==> config.mk <==
export PLATFORM = sky130hd
export DESIGN_NAME = asi_top
export DESIGN_NICKNAME = d
export VERILOG_FILES = /design/src/core/asi_pkg.sv /design/src/core/asi_ifs.sv /design/src/core/asi_baud.sv /design/src/core/asi_fifo.sv /design/src/core/asi_top.sv
export VERILOG_INCLUDE_DIRS = /design/src /design/src/core
export SDC_FILE = /design/constraint.sdc
export NUM_CORES = 1
export LEC_CHECK = 0
export ABC_CLOCK_PERIOD_IN_PS = 4600
export BUFFER_PORTS_ARGS = -buffer_cell sky130_fd_sc_hd__clkbuf_2
export CAP_MARGIN = 10
export CORE_UTILIZATION = 60
export CTS_CLUSTER_DIAMETER = 50
export CTS_CLUSTER_SIZE = 12
export DETAILED_ROUTE_END_ITERATION = 8
export PLACE_DENSITY = 0.78
export SLEW_MARGIN = 20
export SYNTH_ARGS = -nofsm -noshare
export SYNTH_HDL_FRONTEND = slang
export SYNTH_SLANG_ARGS = --single-unit
export TNS_END_PERCENT = 5
==> constraint.sdc <==
create_clock -name sys_clk_in -period 4.6 [get_ports sys_clk_in]
set_clock_uncertainty 0.15 [all_clocks]
set_input_delay 0.46 -clock sys_clk_in [delete_from_list [all_inputs] [get_ports sys_clk_in]]
set_output_delay 0.46 -clock sys_clk_in [all_outputs]
set_load 0.01 [all_outputs]
==> src/core/asi_defs.svh <==
// register offsets, field positions, reset values and counts of the serial interface
`ifndef ASI_DEFS_SVH
`define ASI_DEFS_SVH

`define ASI_OFS_PRI      16'hff20
`define ASI_OFS_IEN      16'hff23
`define ASI_OFS_IFAC     16'hff25
`define ASI_OFS_SETUP    16'hff48
`define ASI_OFS_CTRL     16'hff49
`define ASI_OFS_DATA     16'hff4a

`define ASI_PRI_LSB      4
`define ASI_SET_PAR_EN   6
`define ASI_SET_PAR_ODD  5
`define ASI_SET_CS_LSB   3
`define ASI_SET_MD_LSB   1
`define ASI_SET_EN       0
`define ASI_CTL_FER      6
`define ASI_CTL_PER      5
`define ASI_CTL_OER      4
`define ASI_CTL_RXTRG    3
`define ASI_CTL_RXEN     2
`define ASI_CTL_TXTRG    1
`define ASI_CTL_TXEN     0
`define ASI_IRQ_ERR      2
`define ASI_IRQ_RX       1
`define ASI_IRQ_TX       0

`define ASI_RST_SETUP    7'h00
`define ASI_RST_PRI      2'h0
`define ASI_RST_IEN      3'h0

`define ASI_OVS_LAST     4'hf
`define ASI_OVS_MID      4'h7
`define ASI_SYNC_BITS    4'h8
`define ASI_LAST_DIV4    4'h3
`define ASI_LAST_DIV8    4'h7
`define ASI_LAST_DIV16   4'hf

`define ASI_OE_ASYNC     4'h6
`define ASI_OE_MASTER    4'h6
`define ASI_OE_SLAVE     4'ha

`endif

==> src/core/asi_pkg.sv <==
// types shared by the serial interface modules
package asi_pkg;

    typedef enum logic [1:0] {
        ASI_MASTER = 2'b00,
        ASI_SLAVE  = 2'b01,
        ASI_ASYNC7 = 2'b10,
        ASI_ASYNC8 = 2'b11
    } asi_mode_t;

    typedef enum logic [1:0] {
        ASI_DIV16 = 2'b00,
        ASI_DIV8  = 2'b01,
        ASI_DIV4  = 2'b10,
        ASI_TIMER = 2'b11
    } asi_clk_t;

    typedef struct packed {
        logic [3:0] cnt;
        logic       tick;
    } asi_baud_t;

    typedef struct packed {
        logic [6:0]  setup;
        logic        rxen;
        logic        txen;
        logic        framing_error_flag;
        logic        parity_error_flag;
        logic        overrun_error_flag;
        logic [1:0]  pri;
        logic [2:0]  ien;
        logic [2:0]  ifac;
        logic        tx_busy;
        logic [10:0] tx_sh;
        logic [3:0]  tx_left;
        logic [3:0]  tx_sub;
        logic        rx_busy;
        logic        rx_frm;
        logic [8:0]  rx_sh;
        logic [3:0]  rx_left;
        logic [3:0]  rx_sub;
        logic [7:0]  tx_data;
        logic [7:0]  rdata;
        logic        mclk;
        logic        sclk_prev;
        logic [3:0]  pin_out;
        logic [3:0]  pin_oe;
        logic [3:0]  gpio_din;
        logic [1:0]  irq;
    } asi_core_t;

endpackage : asi_pkg

==> src/core/asi_ifs.sv <==
// bit clock and byte stream interfaces between the serial interface modules
`timescale 1ns/10ps
`default_nettype none

interface asi_clk_if;
    logic [1:0] sel;
    logic       fosc_tick;
    logic       timer_tick;
    logic       tick;
    modport gen  (input sel, input fosc_tick, input timer_tick, output tick);
    modport core (output sel, output fosc_tick, output timer_tick, input tick);
endinterface : asi_clk_if

interface asi_stream_if #(parameter int W = 8);
    logic         valid;
    logic         ready;
    logic [W-1:0] data;
    modport src (output valid, output data, input ready);
    modport snk (input valid, input data, output ready);
endinterface : asi_stream_if

`default_nettype wire

==> src/core/asi_baud.sv <==
// bit clock: fast oscillator ticks divided by 4, 8 or 16, or the timer tick
`timescale 1ns/10ps
`default_nettype none
`include "asi_defs.svh"

module asi_baud (
    // clock and reset
    input  wire logic sys_clk_in,
    input  wire logic reset_in,
    // select in, tick out
    asi_clk_if.gen    clk_if
);
    import asi_pkg::*;

    asi_baud_t  q;
    asi_baud_t  d;
    logic [3:0] last;

    always_comb begin
        d = q;
        d.tick = 1'b0;
        last = `ASI_LAST_DIV16;
        unique case (asi_clk_t'(clk_if.sel))
            ASI_DIV4:  last = `ASI_LAST_DIV4;
            ASI_DIV8:  last = `ASI_LAST_DIV8;
            ASI_DIV16: last = `ASI_LAST_DIV16;
            ASI_TIMER: last = `ASI_LAST_DIV16;
        endcase
        if (asi_clk_t'(clk_if.sel) == ASI_TIMER) begin
            d.tick = clk_if.timer_tick;
        end else if (clk_if.fosc_tick) begin
            d.cnt = q.cnt + 4'h1;
            // >= so a narrower divider picked mid-count restarts cleanly
            if (q.cnt >= last) begin
                d.cnt = 4'h0;
                d.tick = 1'b1;
            end
        end
    end

    always_ff @(posedge sys_clk_in) begin
        if (reset_in) begin
            q <= '0;
        end else begin
            q <= d;
        end
    end

    assign clk_if.tick = q.tick;

endmodule : asi_baud

`default_nettype wire

==> src/core/asi_fifo.sv <==
// receive byte buffer in flip-flops, valid/ready on both sides
`timescale 1ns/10ps
`default_nettype none

module asi_fifo #(
    parameter int W     = 8,
    parameter int DEPTH = 32
) (
    // clock and reset
    input  wire logic sys_clk_in,
    input  wire logic reset_in,
    // fill and drain sides
    asi_stream_if.snk in_if,
    asi_stream_if.src out_if
);
    // depth must be a power of two: pointers wrap by overflow
    localparam int AW = $clog2(DEPTH);

    typedef struct packed {
        logic [DEPTH-1:0][W-1:0] mem;
        logic [AW-1:0]           wp;
        logic [AW-1:0]           rp;
        logic [AW:0]             cnt;
    } asi_fifo_t;

    asi_fifo_t q;
    asi_fifo_t d;
    logic      push;
    logic      pop;

    assign in_if.ready  = (q.cnt != (AW+1)'(DEPTH));
    assign out_if.valid = (q.cnt != '0);
    assign out_if.data  = q.mem[q.rp];
    assign push = in_if.valid & in_if.ready;
    assign pop  = out_if.valid & out_if.ready;

    always_comb begin
        d = q;
        if (push) begin
            d.mem[q.wp] = in_if.data;
            d.wp = q.wp + 1'b1;
        end
        if (pop) begin
            d.rp = q.rp + 1'b1;
        end
        d.cnt = q.cnt + (AW+1)'(push) - (AW+1)'(pop);
    end

    always_ff @(posedge sys_clk_in) begin
        if (reset_in) begin
            q <= '0;
        end else begin
            q <= d;
        end
    end

endmodule : asi_fifo

`default_nettype wire

==> src/core/asi_top.sv <==
// serial interface: async 7/8-bit with parity, clock synchronous master/slave
// Notes on behaviour
// - mode field: 11 async 8-bit, 10 async 7-bit, 01 sync slave, 00 master
// - clock field: 11 timer tick, 10 fast clock/4, 01 /8, 00 /16
// - sync slave shifts on the external clock, clock field ignored
// - async only: parity enable adds parity bit, odd select picks odd
// - enable bit gives pins to serial function, else general port
// - pin directions follow the selected mode automatically when enabled
// - async uses data in, data out and handshake out
// - framing, parity, overrun flags read 1; write 1 clears, 0 ignored
// - writing 1 to a trigger starts it; the bit reads 1 while running
// - triggers share an address with status; software writes 1 only where meant
// - data register: written byte is sent, read returns received byte
// - error, receive, transmit interrupt enables at D2, D1, D0, reset off
// - factor flags set on each event whatever the enables hold
// - writing 1 clears a factor flag, writing 0 leaves it
// - two-bit priority gives level 0..3, 0 meaning disabled
// - clearing receive or transmit enable resets that section
//
// Local design decision: the address-and-strobe port.
`timescale 1ns/10ps
`default_nettype none
`include "asi_defs.svh"

module asi_top (
    // clock and reset
    input  wire logic        sys_clk_in,
    input  wire logic        reset_in,
    // register port
    input  wire logic [15:0] reg_addr_in,
    input  wire logic [7:0]  reg_wdata_in,
    input  wire logic        reg_wr_in,
    input  wire logic        reg_rd_in,
    output logic      [7:0]  reg_rdata_out,
    // clock sources
    input  wire logic        fosc_tick_in,
    input  wire logic        timer_tick_in,
    // port pins 0..3
    input  wire logic [3:0]  port_pin_in,
    output logic      [3:0]  port_pin_out,
    output logic      [3:0]  port_pin_oe_out,
    // general port side
    input  wire logic [3:0]  gpio_dout_in,
    input  wire logic [3:0]  gpio_dir_in,
    output logic      [3:0]  gpio_din_out,
    // interrupt request level
    output logic      [1:0]  irq_level_out
);
    import asi_pkg::*;

    localparam asi_core_t CORE_RST = '{
        setup: `ASI_RST_SETUP,
        pri:   `ASI_RST_PRI,
        ien:   `ASI_RST_IEN,
        tx_sh: '1,
        mclk:  1'b1,
        default: '0
    };

    asi_core_t q;
    asi_core_t d;
    asi_mode_t mode;
    logic      serial_function_enable;
    logic      async;
    logic      slave;
    logic      par_en;
    logic      odd;
    logic      serial_input_pin;
    logic      stick;
    logic      srise;
    logic      wr_ctl;
    logic      tx_go;
    logic      rx_go;
    logic      tx_bit;
    logic      rx_bit;
    logic      tx_done;
    logic      rx_done;
    logic      fer_set;
    logic      per_set;
    logic      oer_set;
    logic      tpar;
    logic [3:0]  nbits;
    logic [3:0]  dlen;
    logic [7:0]  txd;
    logic [8:0]  rx_src;
    logic [8:0]  rx_al;
    logic [7:0]  rx_byte;
    logic        rx_pbit;
    logic [3:0]  oe;
    logic [3:0]  pv;

    asi_clk_if             bclk ();
    asi_stream_if #(.W(8)) rx_in ();
    asi_stream_if #(.W(8)) rx_out ();

    function automatic logic hit(input logic [15:0] a, input logic [15:0] ofs);
        return a == ofs;
    endfunction : hit

    asi_baud u_baud (
        .sys_clk_in (sys_clk_in),
        .reset_in   (reset_in),
        .clk_if     (bclk)
    );

    asi_fifo #(.W(8), .DEPTH(32)) u_fifo (
        .sys_clk_in (sys_clk_in),
        .reset_in   (reset_in),
        .in_if      (rx_in),
        .out_if     (rx_out)
    );

    assign mode   = asi_mode_t'(q.setup[`ASI_SET_MD_LSB +: 2]);
    assign serial_function_enable   = q.setup[`ASI_SET_EN];
    assign async  = mode[1];
    assign slave  = (mode == ASI_SLAVE);
    assign par_en = async & q.setup[`ASI_SET_PAR_EN];
    assign odd    = q.setup[`ASI_SET_PAR_ODD];
    assign serial_input_pin    = port_pin_in[0];

    assign bclk.sel        = q.setup[`ASI_SET_CS_LSB +: 2];
    assign bclk.fosc_tick  = fosc_tick_in;
    assign bclk.timer_tick = timer_tick_in;
    assign stick           = bclk.tick;

    // master edges come from its own clock, slave edges from the pin
    assign srise = (mode == ASI_MASTER) ? (stick & ~q.mclk & (q.tx_busy | q.rx_busy))
                                        : (slave & port_pin_in[2] & ~q.sclk_prev);

    assign dlen  = async ? ((mode == ASI_ASYNC8) ? 4'h8 : 4'h7) + 4'(par_en) : `ASI_SYNC_BITS;
    assign nbits = async ? dlen + 4'h2 : dlen;

    // transmit frame, LSB first; unused upper bits are idle ones
    assign txd  = (mode == ASI_ASYNC7) ? {1'b0, q.tx_data[6:0]} : q.tx_data;
    assign tpar = par_en ? (^txd ^ odd) : 1'b1;

    // received bits enter at the top; align them down to bit 0
    assign rx_src  = async ? q.rx_sh : {serial_input_pin, q.rx_sh[8:1]};
    assign rx_al   = rx_src >> (4'h9 - dlen);
    assign rx_byte = (mode == ASI_ASYNC7) ? {1'b0, rx_al[6:0]} : rx_al[7:0];
    assign rx_pbit = (mode == ASI_ASYNC7) ? rx_al[7] : rx_al[8];

    assign wr_ctl = reg_wr_in & hit(reg_addr_in, `ASI_OFS_CTRL);
    // a trigger acts only when written 1 with its enable bit; a 0 in an enable bit resets that section
    assign tx_go  = wr_ctl & reg_wdata_in[`ASI_CTL_TXTRG] & reg_wdata_in[`ASI_CTL_TXEN]
                  & serial_function_enable & ~q.tx_busy;
    assign rx_go  = wr_ctl & reg_wdata_in[`ASI_CTL_RXTRG] & reg_wdata_in[`ASI_CTL_RXEN]
                  & serial_function_enable & ~q.rx_busy;

    assign rx_in.valid  = rx_done;
    assign rx_in.data   = rx_byte;
    assign rx_out.ready = reg_rd_in & hit(reg_addr_in, `ASI_OFS_DATA);

    always_comb begin
        d = q;
        tx_bit = 1'b0;
        rx_bit = 1'b0;
        tx_done = 1'b0;
        rx_done = 1'b0;
        fer_set = 1'b0;
        per_set = 1'b0;
        oe = `ASI_OE_ASYNC;
        pv = 4'h0;

        if (reg_wr_in) begin
            if (hit(reg_addr_in, `ASI_OFS_PRI)) begin
                d.pri = reg_wdata_in[`ASI_PRI_LSB +: 2];
            end
            if (hit(reg_addr_in, `ASI_OFS_IEN)) begin
                d.ien = reg_wdata_in[2:0];
            end
            if (hit(reg_addr_in, `ASI_OFS_IFAC)) begin
                d.ifac = q.ifac & ~reg_wdata_in[2:0];
            end
            if (hit(reg_addr_in, `ASI_OFS_SETUP)) begin
                d.setup = reg_wdata_in[6:0];
            end
            if (hit(reg_addr_in, `ASI_OFS_DATA)) begin
                d.tx_data = reg_wdata_in;
            end
            if (wr_ctl) begin
                d.rxen = reg_wdata_in[`ASI_CTL_RXEN];
                d.txen = reg_wdata_in[`ASI_CTL_TXEN];
                if (reg_wdata_in[`ASI_CTL_FER]) begin
                    d.framing_error_flag = 1'b0;
                end
                if (reg_wdata_in[`ASI_CTL_PER]) begin
                    d.parity_error_flag = 1'b0;
                end
                if (reg_wdata_in[`ASI_CTL_OER]) begin
                    d.overrun_error_flag = 1'b0;
                end
            end
        end

        // transmit section
        if (!d.txen) begin
            d.tx_busy = 1'b0;
            d.tx_sh = '1;
        end else if (tx_go) begin
            d.tx_busy = 1'b1;
            d.tx_left = nbits;
            d.tx_sub = 4'h0;
            d.tx_sh = async ? {1'b1, tpar, txd, 1'b0} : {3'b111, q.tx_data};
            if (async && mode == ASI_ASYNC7) begin
                d.tx_sh = {2'b11, tpar, txd[6:0], 1'b0};
            end
        end else if (q.tx_busy) begin
            if (async && stick) begin
                d.tx_sub = q.tx_sub + 4'h1;
                tx_bit = (q.tx_sub == `ASI_OVS_LAST);
            end else if (!async) begin
                tx_bit = srise;
            end
        end
        if (tx_bit) begin
            d.tx_sh = {1'b1, q.tx_sh[10:1]};
            d.tx_left = q.tx_left - 4'h1;
            if (q.tx_left == 4'h1) begin
                d.tx_busy = 1'b0;
                tx_done = 1'b1;
            end
        end

        // receive section: one byte per trigger
        if (!d.rxen) begin
            d.rx_busy = 1'b0;
            d.rx_frm = 1'b0;
        end else if (rx_go) begin
            d.rx_busy = 1'b1;
            d.rx_frm = ~async;
            d.rx_left = nbits;
            d.rx_sub = 4'h0;
        end else if (q.rx_busy) begin
            if (!async) begin
                rx_bit = srise;
            end else if (stick) begin
                d.rx_sub = q.rx_sub + 4'h1;
                if (!q.rx_frm) begin
                    if (!serial_input_pin) begin
                        d.rx_frm = 1'b1;
                        d.rx_sub = 4'h0;
                    end
                end else begin
                    rx_bit = (q.rx_sub == `ASI_OVS_MID);
                end
            end
        end
        if (rx_bit) begin
            d.rx_left = q.rx_left - 4'h1;
            if (async && q.rx_left == nbits) begin
                // a start bit gone high by mid-bit was noise: rearm
                if (serial_input_pin) begin
                    d.rx_frm = 1'b0;
                    d.rx_left = q.rx_left;
                end
            end else if (async && q.rx_left == 4'h1) begin
                rx_done = 1'b1;
                fer_set = ~serial_input_pin;
                per_set = par_en & ((^rx_byte ^ rx_pbit) != odd);
            end else begin
                d.rx_sh = {serial_input_pin, q.rx_sh[8:1]};
                rx_done = ~async & (q.rx_left == 4'h1);
            end
        end
        if (rx_done) begin
            d.rx_busy = 1'b0;
            d.rx_frm = 1'b0;
        end
        // the buffer refuses a byte only when all 32 slots are unread
        oer_set = rx_done & ~rx_in.ready;

        // event flags last, so a set beats a clear in the same cycle
        if (fer_set) begin
            d.framing_error_flag = 1'b1;
        end
        if (per_set) begin
            d.parity_error_flag = 1'b1;
        end
        if (oer_set) begin
            d.overrun_error_flag = 1'b1;
        end
        if (fer_set || per_set || oer_set) begin
            d.ifac[`ASI_IRQ_ERR] = 1'b1;
        end
        if (rx_done) begin
            d.ifac[`ASI_IRQ_RX] = 1'b1;
        end
        if (tx_done) begin
            d.ifac[`ASI_IRQ_TX] = 1'b1;
        end

        // master clock idles high and toggles only while shifting
        if (mode == ASI_MASTER && (q.tx_busy || q.rx_busy)) begin
            if (stick) begin
                d.mclk = ~q.mclk;
            end
        end else begin
            d.mclk = 1'b1;
        end
        d.sclk_prev = port_pin_in[2];

        // pin roles per mode; pin 0 is always serial input
        unique case (mode)
            ASI_ASYNC8, ASI_ASYNC7: begin
                oe = `ASI_OE_ASYNC;
                pv[2] = ~q.rx_busy;
            end
            ASI_MASTER: begin
                oe = `ASI_OE_MASTER;
                pv[2] = q.mclk;
            end
            ASI_SLAVE: begin
                oe = `ASI_OE_SLAVE;
                pv[3] = ~(q.rx_busy | q.tx_busy);
            end
        endcase
        pv[1] = q.tx_sh[0];
        d.pin_oe  = serial_function_enable ? oe : gpio_dir_in;
        d.pin_out = serial_function_enable ? pv : gpio_dout_in;
        d.gpio_din = port_pin_in;

        d.irq = (|(q.ifac & q.ien)) ? q.pri : 2'h0;

        d.rdata = 8'h00;
        if (reg_rd_in) begin
            if (hit(reg_addr_in, `ASI_OFS_PRI)) begin
                d.rdata[`ASI_PRI_LSB +: 2] = q.pri;
            end
            if (hit(reg_addr_in, `ASI_OFS_IEN)) begin
                d.rdata[2:0] = q.ien;
            end
            if (hit(reg_addr_in, `ASI_OFS_IFAC)) begin
                d.rdata[2:0] = q.ifac;
            end
            if (hit(reg_addr_in, `ASI_OFS_SETUP)) begin
                d.rdata[6:0] = q.setup;
            end
            if (wr_ctl | (reg_rd_in & hit(reg_addr_in, `ASI_OFS_CTRL))) begin
                d.rdata[6:0] = {q.framing_error_flag, q.parity_error_flag, q.overrun_error_flag, q.rx_busy, q.rxen, q.tx_busy, q.txen};
            end
            if (hit(reg_addr_in, `ASI_OFS_DATA)) begin
                d.rdata = rx_out.data;
            end
        end
    end

    always_ff @(posedge sys_clk_in) begin
        if (reset_in) begin
            q <= CORE_RST;
        end else begin
            q <= d;
        end
    end

    assign reg_rdata_out   = q.rdata;
    assign port_pin_out    = q.pin_out;
    assign port_pin_oe_out = q.pin_oe;
    assign gpio_din_out    = q.gpio_din;
    assign irq_level_out   = q.irq;
endmodule : asi_top

`default_nettype wire

==> summary.md <==
| Metric | Value |
|---|---|
| Total CTS buffers | `42` |
| Crit path launch type | `register` |
| CTS tree | `done` |
| Vias | `roughly 13000` |
| Met1 Usage GRT | `0.379` |
| GPL Wtd Cong | `approximately 0.92` |
| Final std cells w/o fill | `2085` |
| Final #Nets | `about 1700` |
| Worst path cell trace | `nand2_1 > ha_1 > mux2_2 > mux2i_1 > a211o_1 > o21ai_0` |
| # H-tree levels | `2` |
| Detail Route Antenna Nets | `0` |
| Setup TNS | `0 ps` |
| Slew HR | `0.264` |
| Total GRT Usage | `0.281` |
| CTS resizes | `0` |
| Post-DR wirelength/cell | `approximately 20 um` |
| Most frequent cells in the layout | `dfxtp_1 (364), nor2_1 (276), mux2i_1 (240), mux4_2 (80), o21ai_0 (74)` |
| Busiest grt layer | `met2` |
| Crit-path max FO | `32` |
| Initial antenna violation count | `0` |
| Setup Slack @ Placement | `slightly above 900 ps` |
| I/O pin total | `64` |
| Max clock buf depth | `3` |
| Leading area contributor after synthesis | `dfxtp_1` |
| Worst-Margin Slew | `roughly 1100 ps` |
| Mapped cell area | `approximately 18000 um2` |
| RSZ-0062 raised after global routing | `false` |
| Worst hold slack | `6.38 ps` |
| Root Driver | `clkbuf_16` |
| Top post-synthesis cells by area | `dfxtp_1 (42%), mux2i_1 (14%), mux4_2 (10%)` |
| Violation count after the first detailed-routing iteration | `approximately 1300` |
| GRT met2 Usage | `0.466` |
| Clk_lat worst skew | `approximately 530 ps` |
| Die area | `29900 um2` |
| ANT cells | `0` |
| Overflow after GRT | `0` |
| DP Cell Count | `approximately 2000` |
| Slowest cell on crit path | `a211o_1` |
| Family with the most delay on the worst path | `compound AO/OA/AOI/OAI gates` |
| Mapped Cells | `1692` |
| Die Y | `173 um` |
| Final setup vio count | `0` |
| Yosys Warn Count | `0` |
| Layout cells sized above 1 | `0.172` |
| Static leakage | `0.00791 uW` |
| Worst path max stage delay | `just under 900 ps` |
| Asr flop ratio synth | `0` |
| Status | `finished clean` |
| First-pass GRT wire length | `just under 70000 um` |
| Critical path required time | `about 4800 ps` |
| Final worst slack | `around 830 ps` |
| Post-synth net total | `1761` |
| FMAX | `about 0.27 GHz` |
| Vias in the first global route | `between 10000 and 15000` |
| Die X | `between 150 and 200 um` |
| Final core utilization | `0.673` |
| Final wirelength | `41600 um` |
| EDFF count, synth | `0` |
| Largest net degree at the start of global routing | `around 160` |
| Commonest non-fill, non-tap cell in the layout | `dfxtp_1` |
| Worst IR drop on VDD | `0.218 mV` |
| GR Util met3 | `0.0422` |
| Syn_area_per_cell | `approximately 10 um2` |
| Synth cell types | `80` |
| Vias per cell | `between 6 and 7` |
| Final period util | `0.819` |
| Port bufs | `63` |
| WS Path Type | `register to register` |
| Crit path DAT | `approximately 4000 ps` |
| Max Cap Violations | `0` |
| Final hold vios | `0` |
| Clock Sinks | `about 370` |
| Standard-cell rows | `between 60 and 70` |
| First drt pass iteration count | `6` |
| Pwr per Cell Area | `about 350 nW/um2` |
| Max-slew violation count | `0` |
| Min Clock Period, post-route | `between 3000 and 4000 ps` |
| Number of remaining DRC errors | `0` |
| Layout area overhead | `10.3%` |
| Sequential share of the synthesized area | `0.418` |
| Starting Density | `0.610` |
| Buf+Inv Stages, Crit Path | `0` |
| Worst-path clk slew | `~60 ps` |
| Placeable Area | `between 20000 and 30000 um2` |
| Share of the synthesized area in the top cell type | `0.418` |
| HP Class | `input pin to register` |
| Critical path capture point type | `register` |
| Top FF cell, synth | `dfxtp_1` |
| Synthesis-stage register bit count | `around 370` |
| Post-DP HPWL | `approximately 27000 um` |
[layer usage]
layer  wire, um  vias up
met5          0        -
met2      20000      489
met3       2710       80
met1      17800     6356
li1           -     6042
met4       1150        0
[worst register-to-register path, cell delays in order (launching register included)]
cell and delay [ps]:
dfxtp_1 670, nand2_1 230, ha_1 730, mux2_2 420
mux2i_1 190, a211o_1 890, o21ai_0 310
[cell families (layout without fill, tap and decap cells)]
group,count (synthesis),after routing,share of synthesized area
AND/OR/NAND/NOR,532,532,0.149
flip-flops,366,366,0.418
multiplexers,332,332,0.248
AO/OA/AOI/OAI,228,228,0.102
buffers and inverters,172,181,0.0433
XOR/XNOR,35,35,0.0199
adder cells (fa/ha/maj),27,27,0.0197
[path summary, 6_finish.rpt]
path                                   endpoint  cells past startpoint            from  slack, ps
worst min-delay path            gpio_din_out[1]                      2  port_pin_in[1]          6
worst min register to register            pv[1]                      2           pv[1]        300
worst max-delay path              u_fifo.q[221]                      6           async        830
worst max register to register    u_fifo.q[221]                      6           async        830
[synthesized netlist by cell type, drive strengths merged (6+ instances only)]
library cell	number
o2111ai	32
and3	10
mux2i	240
o21ai	76
mux2	12
a21o	6
inv	28
buf	58
clkbuf	86
nor2b	14
a31oi	6
xor2	14
nand4	9
nand3	32
nor3	17
nand2b	22
mux4	80
nand3b	59
nand2	58
dfxtp	366
xnor2	18
o211ai	6
nor2	276
a211oi	7
ha	26
a21oi	42
a222oi	7
[registers in the layout, summed over array words and instances (netlist names), 2 cells and up]
| signal | flops |
|---|---|
| bclk.sel | 2 |
| reg_rdata_out | 8 |
| port_pin_oe_out | 4 |
| u_fifo.q | 272 |
| irq_level_out | 2 |
| port_pin_out | 4 |
| u_baud.q | 4 |
| gpio_din_out | 4 |
| q | 61 |
[repair_timing]
action,in CTS,in global routing
endpoints found under the hold margin,2,0
setup buffers,0,0
hold buffers,2,0
endpoints found under the setup margin,0,0
[report_power, final]
part	internal, uW	total, uW	switching (uW)
logic	42.6	133	90.0
registers	3180	3180	3.35
clock network	2060	3360	1290
[final cells by class]
class                           count  area, um2
Clock inverter                     14        220
Sequential cell                   366       7330
Inverter                           28        105
Tap cell                          384        480
Fill cell                        2135       9380
Clock buffer                       52       1160
Multi-Input combinational cell   1154       9490
Timing Repair Buffer               87        536
[metrics by stage]
stage	instance area [um2]	power [uW]
global route	19300	6880
finish	19300	6670
global placement	17900	3380
detailed placement	17900	3380
CTS	19300	6710
floorplan	17500	3340
No activity file was read; power rests on OpenSTA's default activity.
